## config.mk

```make
export PLATFORM = sky130hd
export DESIGN_NAME = utic_top
export DESIGN_NICKNAME = d
export VERILOG_FILES = /design/src/verilog/utic_tx_sched.v /design/src/verilog/utic_top.v
export VERILOG_INCLUDE_DIRS = /design/src /design/src/common
export SDC_FILE = /design/constraint.sdc
export NUM_CORES = 1
export LEC_CHECK = 0
export ABC_AREA = 1
export BUFFER_PORTS_ARGS = -buffer_cell sky130_fd_sc_hd__buf_2
export CORE_MARGIN = 3
export CORE_UTILIZATION = 37
export DETAILED_ROUTE_END_ITERATION = 8
export HOLD_SLACK_MARGIN = 0.12
export SLEW_MARGIN = 20
export SYNTH_ARGS = -nofsm -noshare
export SYNTH_HDL_FRONTEND = slang
export SYNTH_SLANG_ARGS = --single-unit
```

## constraint.sdc

```tcl
create_clock -name aclk -period 3.7 [get_ports aclk]
set_input_delay 0.74 -clock aclk [delete_from_list [all_inputs] [get_ports aclk]]
set_output_delay 0.74 -clock aclk [all_outputs]
set_load 0.01 [all_outputs]
```

## src/common/utic_regs.vh

```
`ifndef UTIC_REGS_VH
`define UTIC_REGS_VH
// Byte addresses of the AXI4-Lite register words. The status/control word
// keeps its printed index; its byte address is four times that index.
`define UTIC_ADDR_STATUS_CTRL 10'h2e8
`define UTIC_ADDR_IRQ_STATUS  10'h0c0
`define UTIC_ADDR_IRQ_MASK    10'h0c4
`define UTIC_ADDR_TX_DATA     10'h0c8
`define UTIC_ADDR_FAULTS      10'h0cc
// Index of the serial status/control register as printed.
`define UTIC_IDX_STATUS_CTRL  8'hba
// Field positions of the serial status/control register.
`define UTIC_BIT_DBUF_MODE    7
`define UTIC_BIT_LATE         6
`define UTIC_BIT_SPLIT        5
`define UTIC_BIT_DBUF_IRQ     4
`define UTIC_BIT_FRAMING      3
`define UTIC_BIT_HOLD_LOW     2
`define UTIC_BIT_OVERRUN      1
`define UTIC_BIT_STAT_EN      0
`define UTIC_RESET_STATUS     8'h00
// Sticky event bits in the interrupt status word.
`define UTIC_EV_TX            0
`define UTIC_EV_RX            1
`define UTIC_EV_FAULT         2
`define UTIC_EV_COUNT         3
// AXI response codes.
`define UTIC_RESP_OKAY        2'b00
`define UTIC_RESP_SLVERR      2'b10
`endif

```

## src/verilog/utic_tx_sched.v

```verilog
`timescale 1ns/1ps
`default_nettype none
`include "utic_regs.vh"
module utic_tx_sched (
  input  wire aclk,        // System clock.
  input  wire aresetn,     // Synchronous reset, active low.
  input  wire dbuf_mode,   // Double buffering on.
  input  wire dbuf_irq,    // Extra-interrupt select.
  input  wire late,        // Interrupt at end of stop bit.
  input  wire wr_char,     // Character written to the buffer.
  input  wire stop_start,  // Engine: stop bit begins.
  input  wire stop_end,    // Engine: stop bit ends.
  input  wire buf_empty,   // Engine: no character pending.
  output reg  tx_event     // One-cycle transmit interrupt event.
);
  wire stop_pt = late ? stop_end : stop_start;
  wire next_tx_event = (dbuf_mode && dbuf_irq) ?
                       (wr_char || (stop_pt && buf_empty)) :
                       stop_pt;

  always @(posedge aclk) begin
    if (!aresetn)
      tx_event <= 1'b0;
    else
      tx_event <= next_tx_event;
  end
endmodule
`default_nettype wire

```

## src/verilog/utic_top.v

```verilog
// Added by the designer: register access over AXI4-Lite.
`timescale 1ns/1ps
`default_nettype none
`include "utic_regs.vh"
module utic_top (
  input  wire        aclk,           // System clock, 10 MHz.
  input  wire        aresetn,        // Synchronous reset, active low.
  input  wire [9:0]  s_axi_awaddr,   // Write address.
  input  wire        s_axi_awvalid,  // Write address valid.
  output wire        s_axi_awready,  // Write address ready.
  input  wire [31:0] s_axi_wdata,    // Write data.
  input  wire [3:0]  s_axi_wstrb,    // Write strobes.
  input  wire        s_axi_wvalid,   // Write data valid.
  output wire        s_axi_wready,   // Write data ready.
  output reg  [1:0]  s_axi_bresp,    // Write response.
  output reg         s_axi_bvalid,   // Write response valid.
  input  wire        s_axi_bready,   // Write response ready.
  input  wire [9:0]  s_axi_araddr,   // Read address.
  input  wire        s_axi_arvalid,  // Read address valid.
  output wire        s_axi_arready,  // Read address ready.
  output reg  [31:0] s_axi_rdata,    // Read data.
  output reg  [1:0]  s_axi_rresp,    // Read response.
  output reg         s_axi_rvalid,   // Read valid.
  input  wire        s_axi_rready,   // Read ready.
  input  wire        stop_start,     // Engine pulse: stop bit begins.
  input  wire        stop_end,       // Engine pulse: stop bit ends.
  input  wire        mode0_end,      // Engine pulse: eighth bit ends in mode 0.
  input  wire        mode0,          // Engine is in shift-register mode 0.
  input  wire        buf_empty,      // Engine: no character pending.
  input  wire        rx_done_set,    // Engine pulse: character received.
  input  wire        framing_set,    // Engine pulse: framing fault.
  input  wire        hold_low_set,   // Engine pulse: line held low.
  input  wire        overrun_set,    // Engine pulse: overrun.
  output reg  [7:0]  tx_char,        // Character written to the serial buffer.
  output reg         tx_char_load,   // One-cycle strobe with tx_char.
  output wire        tx_double_buffer_mode, // Double buffer on.
  output wire        tx_irq_late_select,    // Late interrupt placement.
  output reg         tx_done_flag,   // Transmit done flag.
  output reg         rx_done_flag,   // Receive done flag.
  output wire        serial_irq,     // Combined or receive/status request.
  output wire        tx_irq,         // Separate transmit request.
  output wire        irq             // Masked sticky-event interrupt.
);
  reg [7:0] serial_port_status_control;
  reg [`UTIC_EV_COUNT-1:0] irq_status;
  reg [`UTIC_EV_COUNT-1:0] irq_mask;
  // Halves of a write that are held until their partner arrives.
  reg       aw_hold;
  reg [9:0] aw_addr;
  reg       w_hold;
  reg [31:0] w_data;
  reg [3:0] w_strb;
  wire      tx_event;

  ////////////////////////////////////////////////////////////////////////////
  // Write channel: address and data may arrive in either order.
  assign s_axi_awready = !aw_hold && !s_axi_bvalid;
  assign s_axi_wready  = !w_hold && !s_axi_bvalid;
  // The write executes once both halves are held and no answer is pending.
  wire do_write = aw_hold && w_hold && !s_axi_bvalid;

  // Every write is gated by the low byte lane strobe, even the done-flag clears
  // in bits 9/8; a write without it is answered but changes nothing. An
  // unmapped address gets a slave error and leaves every register untouched.
  wire hit_ctrl = aw_addr == `UTIC_ADDR_STATUS_CTRL;
  wire hit_mask = aw_addr == `UTIC_ADDR_IRQ_MASK;
  wire hit_tx   = aw_addr == `UTIC_ADDR_TX_DATA;
  wire hit_flt  = aw_addr == `UTIC_ADDR_FAULTS;
  wire wr_ok    = hit_ctrl || hit_mask || hit_tx || hit_flt;
  wire wr_ctrl  = do_write && hit_ctrl && w_strb[0];
  wire wr_mask  = do_write && hit_mask && w_strb[0];
  wire wr_tx    = do_write && hit_tx && w_strb[0];
  wire wr_flt   = do_write && hit_flt && w_strb[0];

  // Address half of a write. It is held until the write executes so that the
  // data half may arrive earlier, later or in the same cycle.
  always @(posedge aclk) begin
    if (!aresetn) begin
      aw_hold <= 1'b0;
      aw_addr <= 10'h000;
    end else if (s_axi_awvalid && s_axi_awready) begin
      aw_hold <= 1'b1;
      aw_addr <= s_axi_awaddr;
    end else if (do_write) begin
      aw_hold <= 1'b0;
    end
  end

  // Data half of a write.
  always @(posedge aclk) begin
    if (!aresetn) begin
      w_hold <= 1'b0;
      w_data <= 32'h00000000;
      w_strb <= 4'h0;
    end else if (s_axi_wvalid && s_axi_wready) begin
      w_hold <= 1'b1;
      w_data <= s_axi_wdata;
      w_strb <= s_axi_wstrb;
    end else if (do_write) begin
      w_hold <= 1'b0;
    end
  end

  // Response. Both ready outputs stay low while it waits, so a second write
  // cannot overtake the answer to the first.
  always @(posedge aclk) begin
    if (!aresetn) begin
      s_axi_bvalid <= 1'b0;
      s_axi_bresp  <= `UTIC_RESP_OKAY;
    end else if (do_write) begin
      s_axi_bvalid <= 1'b1;
      s_axi_bresp  <= wr_ok ? `UTIC_RESP_OKAY : `UTIC_RESP_SLVERR;
    end else if (s_axi_bvalid && s_axi_bready) begin
      s_axi_bvalid <= 1'b0;
    end
  end

  ////////////////////////////////////////////////////////////////////////////
  // Status/control register. Hardware sets of the fault flags win over a
  // software clear in the same cycle so no event is lost.
  wire [7:0] flt_set = {4'h0, framing_set, hold_low_set, overrun_set, 1'b0};
  // Writable control fields: double buffer, late, split, buffer select and
  // status enable. Fault flags take a zero to clear and a one to keep.
  wire [7:0] ctrl_wmask = 8'hf1;
  reg  [7:0] next_status_ctrl;

  always @* begin
    next_status_ctrl = serial_port_status_control | flt_set;
    if (wr_ctrl) begin
      next_status_ctrl = (w_data[7:0] & ctrl_wmask) |
                         (serial_port_status_control & w_data[7:0] & ~ctrl_wmask) |
                         flt_set;
    end
  end

  always @(posedge aclk) begin
    if (!aresetn) begin
      serial_port_status_control <= `UTIC_RESET_STATUS;
    end else begin
      serial_port_status_control <= next_status_ctrl;
    end
  end

  // The engine reads its double-buffer and placement selects straight from
  // the register, so a change takes effect from the next stop bit on.
  assign tx_double_buffer_mode = serial_port_status_control[`UTIC_BIT_DBUF_MODE];
  assign tx_irq_late_select    = serial_port_status_control[`UTIC_BIT_LATE];

  ////////////////////////////////////////////////////////////////////////////
  // The engine reports stop-bit edges in every mode, but in mode 0 the
  // transmit event comes from the eighth data bit instead, so both stop-bit
  // pulses are masked here.
  utic_tx_sched u_sched (
    .aclk       (aclk),
    .aresetn    (aresetn),
    .dbuf_mode  (tx_double_buffer_mode),
    .dbuf_irq   (serial_port_status_control[`UTIC_BIT_DBUF_IRQ]),
    .late       (tx_irq_late_select),
    .wr_char    (wr_tx),
    .stop_start (stop_start && !mode0),
    .stop_end   (stop_end && !mode0),
    .buf_empty  (buf_empty),
    .tx_event   (tx_event)
  );

  // Mode 0 uses the end of the eighth bit; a late stop point in single
  // buffering may leave the line idle before the next start bit.
  wire tx_set = tx_event || (mode0 && mode0_end);

  ////////////////////////////////////////////////////////////////////////////
  // Done flags: software writes a one in the fault word bit 9/8 to clear.
  // One write may acknowledge both directions at once; a hardware set in the
  // same cycle wins so that a finished character is never missed.
  wire clr_tx_done = wr_flt && w_data[9];
  wire clr_rx_done = wr_flt && w_data[8];

  always @(posedge aclk) begin
    if (!aresetn) begin
      tx_done_flag <= 1'b0;
      rx_done_flag <= 1'b0;
      tx_char      <= 8'h00;
      tx_char_load <= 1'b0;
    end else begin
      tx_done_flag <= tx_set || (tx_done_flag && !clr_tx_done);
      rx_done_flag <= rx_done_set || (rx_done_flag && !clr_rx_done);
      tx_char_load <= wr_tx;
      if (wr_tx)
        tx_char <= w_data[7:0];
    end
  end

  // Fault flags request the shared interrupt only while the status enable is
  // set; with the split bit clear the transmit flag joins the same request.
  wire fault_req = serial_port_status_control[`UTIC_BIT_STAT_EN] &&
                   (|serial_port_status_control[3:1]);
  wire split = serial_port_status_control[`UTIC_BIT_SPLIT];
  assign serial_irq = split ? (rx_done_flag || fault_req) :
                      (rx_done_flag || tx_done_flag || fault_req);
  assign tx_irq = split && tx_done_flag;

  ////////////////////////////////////////////////////////////////////////////
  // Sticky event bits, cleared by reading the status word.
  // A read is accepted only while no answer waits, so at most one read is in
  // flight and rdata never changes under a waiting master.
  assign s_axi_arready = !s_axi_rvalid;
  wire rd_take = s_axi_arvalid && s_axi_arready;
  // Only a read of the status word clears it; any other read leaves it alone.
  wire rd_stat = rd_take && s_axi_araddr == `UTIC_ADDR_IRQ_STATUS;
  wire [`UTIC_EV_COUNT-1:0] ev_set = {framing_set | hold_low_set | overrun_set,
                                      rx_done_set, tx_set};

  // One sticky bit each for transmit, receive and the three faults together. An event that lands in the same cycle
  // as the clearing read stays set, so software never loses it; it is then
  // reported on the following read.
  genvar ev;
  generate
    for (ev = 0; ev < `UTIC_EV_COUNT; ev = ev + 1) begin : g_sticky
      always @(posedge aclk) begin
        if (!aresetn) begin
          irq_status[ev] <= 1'b0;
        end else if (ev_set[ev]) begin
          irq_status[ev] <= 1'b1;
        end else if (rd_stat) begin
          irq_status[ev] <= 1'b0;
        end
      end
    end
  endgenerate

  // The mask has the layout of the status word; a clear bit hides its event
  // from irq but leaves the sticky bit readable.
  always @(posedge aclk) begin
    if (!aresetn) begin
      irq_mask <= {`UTIC_EV_COUNT{1'b0}};
    end else if (wr_mask) begin
      irq_mask <= w_data[`UTIC_EV_COUNT-1:0];
    end
  end

  // Level interrupt: high while any unmasked sticky bit is set.
  assign irq = |(irq_status & irq_mask);

  ////////////////////////////////////////////////////////////////////////////
  // Read data are chosen combinationally and registered on acceptance, so
  // rdata and rresp stand unchanged for as long as rvalid waits for rready.
  reg [31:0] next_rdata;
  reg [1:0]  next_rresp;

  always @* begin
    next_rdata = 32'h00000000;
    next_rresp = `UTIC_RESP_OKAY;
    case (s_axi_araddr)
      `UTIC_ADDR_STATUS_CTRL: begin
        next_rdata = {24'h000000, serial_port_status_control};
      end
      `UTIC_ADDR_IRQ_STATUS: begin
        next_rdata = {29'h00000000, irq_status};
      end
      `UTIC_ADDR_IRQ_MASK: begin
        next_rdata = {29'h00000000, irq_mask};
      end
      `UTIC_ADDR_TX_DATA: begin
        next_rdata = {24'h000000, tx_char};
      end
      `UTIC_ADDR_FAULTS: begin
        next_rdata = {22'h000000, tx_done_flag, rx_done_flag, serial_port_status_control};
      end
      default: begin
        // Unmapped reads answer zero with a slave error.
        next_rresp = `UTIC_RESP_SLVERR;
      end
    endcase
  end

  always @(posedge aclk) begin
    if (!aresetn) begin
      s_axi_rvalid <= 1'b0;
      s_axi_rdata  <= 32'h00000000;
      s_axi_rresp  <= `UTIC_RESP_OKAY;
    end else if (rd_take) begin
      s_axi_rvalid <= 1'b1;
      s_axi_rdata  <= next_rdata;
      s_axi_rresp  <= next_rresp;
    end else if (s_axi_rvalid && s_axi_rready) begin
      s_axi_rvalid <= 1'b0;
    end
  end
endmodule
`default_nettype wire

```

Word-level counts from Yosys, hierarchy flattened --
Cells that the tools add are included.
Word-level totals: bits in writable memories 0, latch bits 0, bits of input ports 72, memories 0, register bits after elaboration 87, bits in read-only memories 0
Cells by class: eq/ne operators 9, reduce and logical (&&, ||, !) cells 56, bitwise operators 7, mux-type cells 18, multipliers 0, divide/modulo/power cells 0, magnitude comparators 0, shift-type cells 0, add/subtract/negate cells 0
Operator list (number):
- $eq A10 B8 Y1 const B | 7
- $pmux W10 S5 | 1
- $logic_and A1 B1 Y1 | 29
- $or A8 B4 Y8 | 3
- $eq A10 B10 Y1 const B | 2
- $mux W1 | 14
- $reduce_bool A2 Y1 | 7
- $logic_or A1 B1 Y1 | 10
- $mux W8 | 1
- $logic_not A1 Y1 | 7
- $reduce_or A3 Y1 | 2
- $reduce_or A5 Y1 | 1
- $and A4 B4 Y4 | 1
- $mux W2 | 2
- $and A3 B3 Y3 | 1
- $or A1 B1 Y1 | 2

Depth between registers and ports, before layout --
depth after elaboration 8, depth in mapped cells 9, gate-level depth less buffers 9

By module --
Synthesis repeated with hierarchy kept, for this count alone.
Second synthesis, totals: cells, all modules 406, area, all modules 2976.6 um2
By module, submodules not included:
- utic_top | cells an instance 395, instances 1, sequential area each 1241.2 um2, area each 2911.5 um2
- utic_tx_sched | cells an instance 11, instances 1, sequential area each 20.0 um2, area each 65.1 um2

Least setup slack after synthesis --
OpenSTA, ideal clock, no wires.
path type input port to flip-flop, start in s_axi_araddr[5], end reg s_axi_rdata[0], setup time 0.070 ns, required time 3.630 ns, path slack 2.057 ns, data arrival time 1.573 ns, stages on the path 8, path buffers 0, cell sequence nor2_1 nand3_1 or2_2 nand2_2 nand2_1 nand2_1 nand2_1 a21oi_1
On the way: longest elaborated chain between the ends 2, elaborated cells between the ends (all ways) 6
RTL lines:
- start: declaration | line utic_top.v:18 | input wire [9:0] s_axi_araddr,
- $eq A10 B8 Y1 / $eq A10 B10 Y1 (equally long branches) | line utic_top.v:252 | case (s_axi_araddr)
- $pmux W10 S5 * | line utic_top.v:252
- end signal: assignment | line utic_top.v:282 | s_axi_rdata <= next_rdata;
- end: declaration | line utic_top.v:21 | output reg [31:0] s_axi_rdata,
Every way passes the cells marked *; elsewhere a longest branch is shown, timed or not. A chain may end at the register's enable or synchronous reset.

==> impl_metrics.yaml <==
worst_setup_path:
  worst-r2r-setup-slack_ns: 2.13
  crit_path_start: "aresetn"
  rr_startpoint: "s_axi_rvalid$_SDFFE_PN0P_"
  cp-start-kind: "input pin"
  worst_r2r_endpoint: "irq_status[2]$_SDFFE_PN0P_"
  arrival_ns: 2.13
  end_kind: "flop"
  timing_worst_setup_path_type: "in -> reg"
  cp_max_fo: 34
  reg2reg_depth: 6
  crit_required_ns: 3.87
worst_hold_path:
  min-delay-start: "s_axi_rdata[8]$_SDFFE_PN0P_"
  hold_depth: 2
  hp-class: "reg -> reg"
  whs_endpoint: "s_axi_rdata[8]$_SDFFE_PN0P_"
timing:
  setup_tns_ns: 0
  finalHoldViolCount: 0
  period_minus_slack_ns: 1.959
  skew_ns: 0.006650
  max_freq_mhz: 510.4
  maxSlewHeadroom_pct: 30.93
  rsz0062_at_grt: "no"
  setup_violations: 0
  drv_slew: 0
  fin_crit_sh_pct: 52.95
  whs_ns: 0.4644
  tightest_slew_ns: 1.035
synthesis:
  yosysMostFrequentCell: "nand2_1"
  yosys_warnings: 0
  yosys_most_used_dff: "dfxtp_1"
  synth_seq_area_share_pct: 42.42
  synthTopCellsByCount: "nand2_1 (70), dfxtp_1 (63), nor2_1 (57), inv_1 (46), a21oi_1 (40)"
  yosysTopAreaCell: "dfxtp_1"
  synth_edf_count: 0
  yosysTopAreaCellShare_pct: 42.42
  synth_area_mm2: 0.002973
  ys_types: 27
  synthArstFlopShare_pct: 0
  synth.ff_latch_count: 63
  synth_cells: 413
  synth_top_cells_by_area: "dfxtp_1 (42%), nand2_1 (8.8%), nor2_1 (7.2%)"
  postSynthAreaPerCell_um2: 7.198
global_route:
  grtUsageTotal_pct: 16.44
  grt_overflow: 0
  grt_max_degree: 35
  antenna_found_initial: 0
  grt_pass1_vias: 2567
  grt_pass1_wl_mm: 11.61
route:
  drtIter0Drc: 109
  final_antenna_net_count: 0
  first_pass_iters: 4
  viasPerCell: 4.621
  wl_mm: 7.136
  routed-via-count: 2759
  detail_route.wl_per_cell_um: 11.95
  drcViolationCount: 0
clock_network:
  cts_resized: 0
  clk_latency_ns: 0.33
  path_clk_slew_ns: 0.06
  cts_tree: "done"
  cts_buffer_depth: 2
  clock_sinks: 63
  cts_setup_buffers: 0
  cts_buffers: 9
  ctsHoldBuffers: 0
  htreeDepth: 3
  cts_root_buffer: "clkbuf_8"
cells_and_area:
  drive_above_1_share_pct: 23.23
  final_cells: 597
  nets: 563
  n_fill_cell: 864
  multiInputGateArea_mm2: 0.001385
  utilization_pct: 45.46
  regArea_mm2: 0.001261
  antenna_cells: 0
  synthToLayoutAreaGrowth_pct: 18.77
floorplan:
  core-area_mm2: 0.007767
  die_w_um: 95.64
  ios: 129
  rows: 32
  die_area_mm2: 0.009146
  start_util_pct: 38.27
  die_h_um: 95.64
placement:
  globalplace.congestion: 0.7861
  dp.cells: 582
  io_buffers: 79
  hpwl_mm: 5.428
power_and_ir_drop:
  power_leakage_nw: 1.705
  total_power_mw: 1.441
  p_per_area_mw_per_mm2: 408.1
  peakVddDrop_uv: 191.2
flow_run:
  cap_violations: 0
run_status:
  status: "finished, final reports clean"
-- registers in the layout, indices dropped and copies added, names as in the netlist --
name,cells
aw_addr,10
s_axi_rdata,10
w_data,10
serial_port_status_control,8
tx_char,8
irq_mask,3
irq_status,3
aw_hold,1
rx_done_flag,1
s_axi_bresp,1
s_axi_bvalid,1
s_axi_rresp,1
s_axi_rvalid,1
tx_char_load,1
tx_done_flag,1
u_sched.tx_event,1
w_hold,1
w_strb,1
-- worst max-delay path, cell delays in order --
cell and delay, ns:
buf_2 0.27, inv_1 0.83, nor2_2 0.09, nand3_1 0.10
o21ai_0 0.08
-- logic make-up after synthesis --
logic type / after synthesis / synth area share, %
AO/OA/AOI/OAI: 87 / 16.12
other: 1 / 0.1261
buffers and inverters: 84 / 13.89
AND/OR/NAND/NOR: 178 / 27.44
flip-flops: 63 / 42.42
-- layout make-up --
cell class / count / share of cell area, %
clock buffers: 10 / 3.614
repair buffers: 79 / 11.20
multi-input cells: 289 / 39.23
inverters: 49 / 5.209
flip-flops and latches: 63 / 35.72
clock inverters: 5 / 1.417
well taps: 102 / 3.614
-- power breakdown --
group | internal, mW | total [mW] | switching, mW
logic | 0.0541 | 0.158 | 0.104
clock network | 0.303 | 0.549 | 0.246
registers | 0.712 | 0.735 | 0.0227
-- metal layers --
layer / global-route usage [%] / share of wire (%) / up-vias
li1: - / - / 1438
met2: 26.81 / 48 / 62
met1: 21.06 / 46 / 1249
met3: 3.867 / 5.2 / 10
met4: 6.043 / 1.5 / 0
met5: 0 / 0 / -
-- placed cells by master (no fill, tap or decap), drive strengths merged --
| cell type | netlist | layout |
|---|---|---|
| bufinv | 0 | 1 |
| clkinv | 0 | 4 |
| o21ai | 38 | 38 |
| buf | 28 | 79 |
| nor3 | 5 | 5 |
| a211oi | 7 | 7 |
| or2 | 2 | 2 |
| nor2 | 64 | 64 |
| nor3b | 1 | 1 |
| a21oi | 40 | 40 |
| clkbuf | 7 | 10 |
| o21a | 1 | 1 |
| a41oi | 1 | 1 |
| nand3 | 22 | 22 |
| nand2 | 74 | 74 |
| nand4 | 10 | 10 |
| inv | 49 | 49 |
| conb | 1 | 24 |
| dfxtp | 63 | 63 |
-- per-stage QoR --
step           setup slack, ns  instance area [um^2]
5_1_grt                  1.555                  3531
3_5_place_dp             1.344                  3353
2_1_floorplan            2.057                  3059
3_3_place_gp             1.378                  3353
4_1_cts                  1.706                  3531
6_report                 1.741                  3531
-- how the worst max path moves through the flow --
stage	end	cells past startpoint
2_1_floorplan	s_axi_rdata[0]$_SDFFE_PN0P_	8
3_3_place_gp	u_sched.tx_event$_SDFF_PN0_	5
3_5_place_dp	tx_char[2]$_SDFFE_PN0P_	3
4_1_cts	u_sched.tx_event$_SDFF_PN0_	5
5_1_grt	tx_char[2]$_SDFFE_PN0P_	3
6_report	u_sched.tx_event$_SDFF_PN0_	5
(Power assumes the default switching activity.)
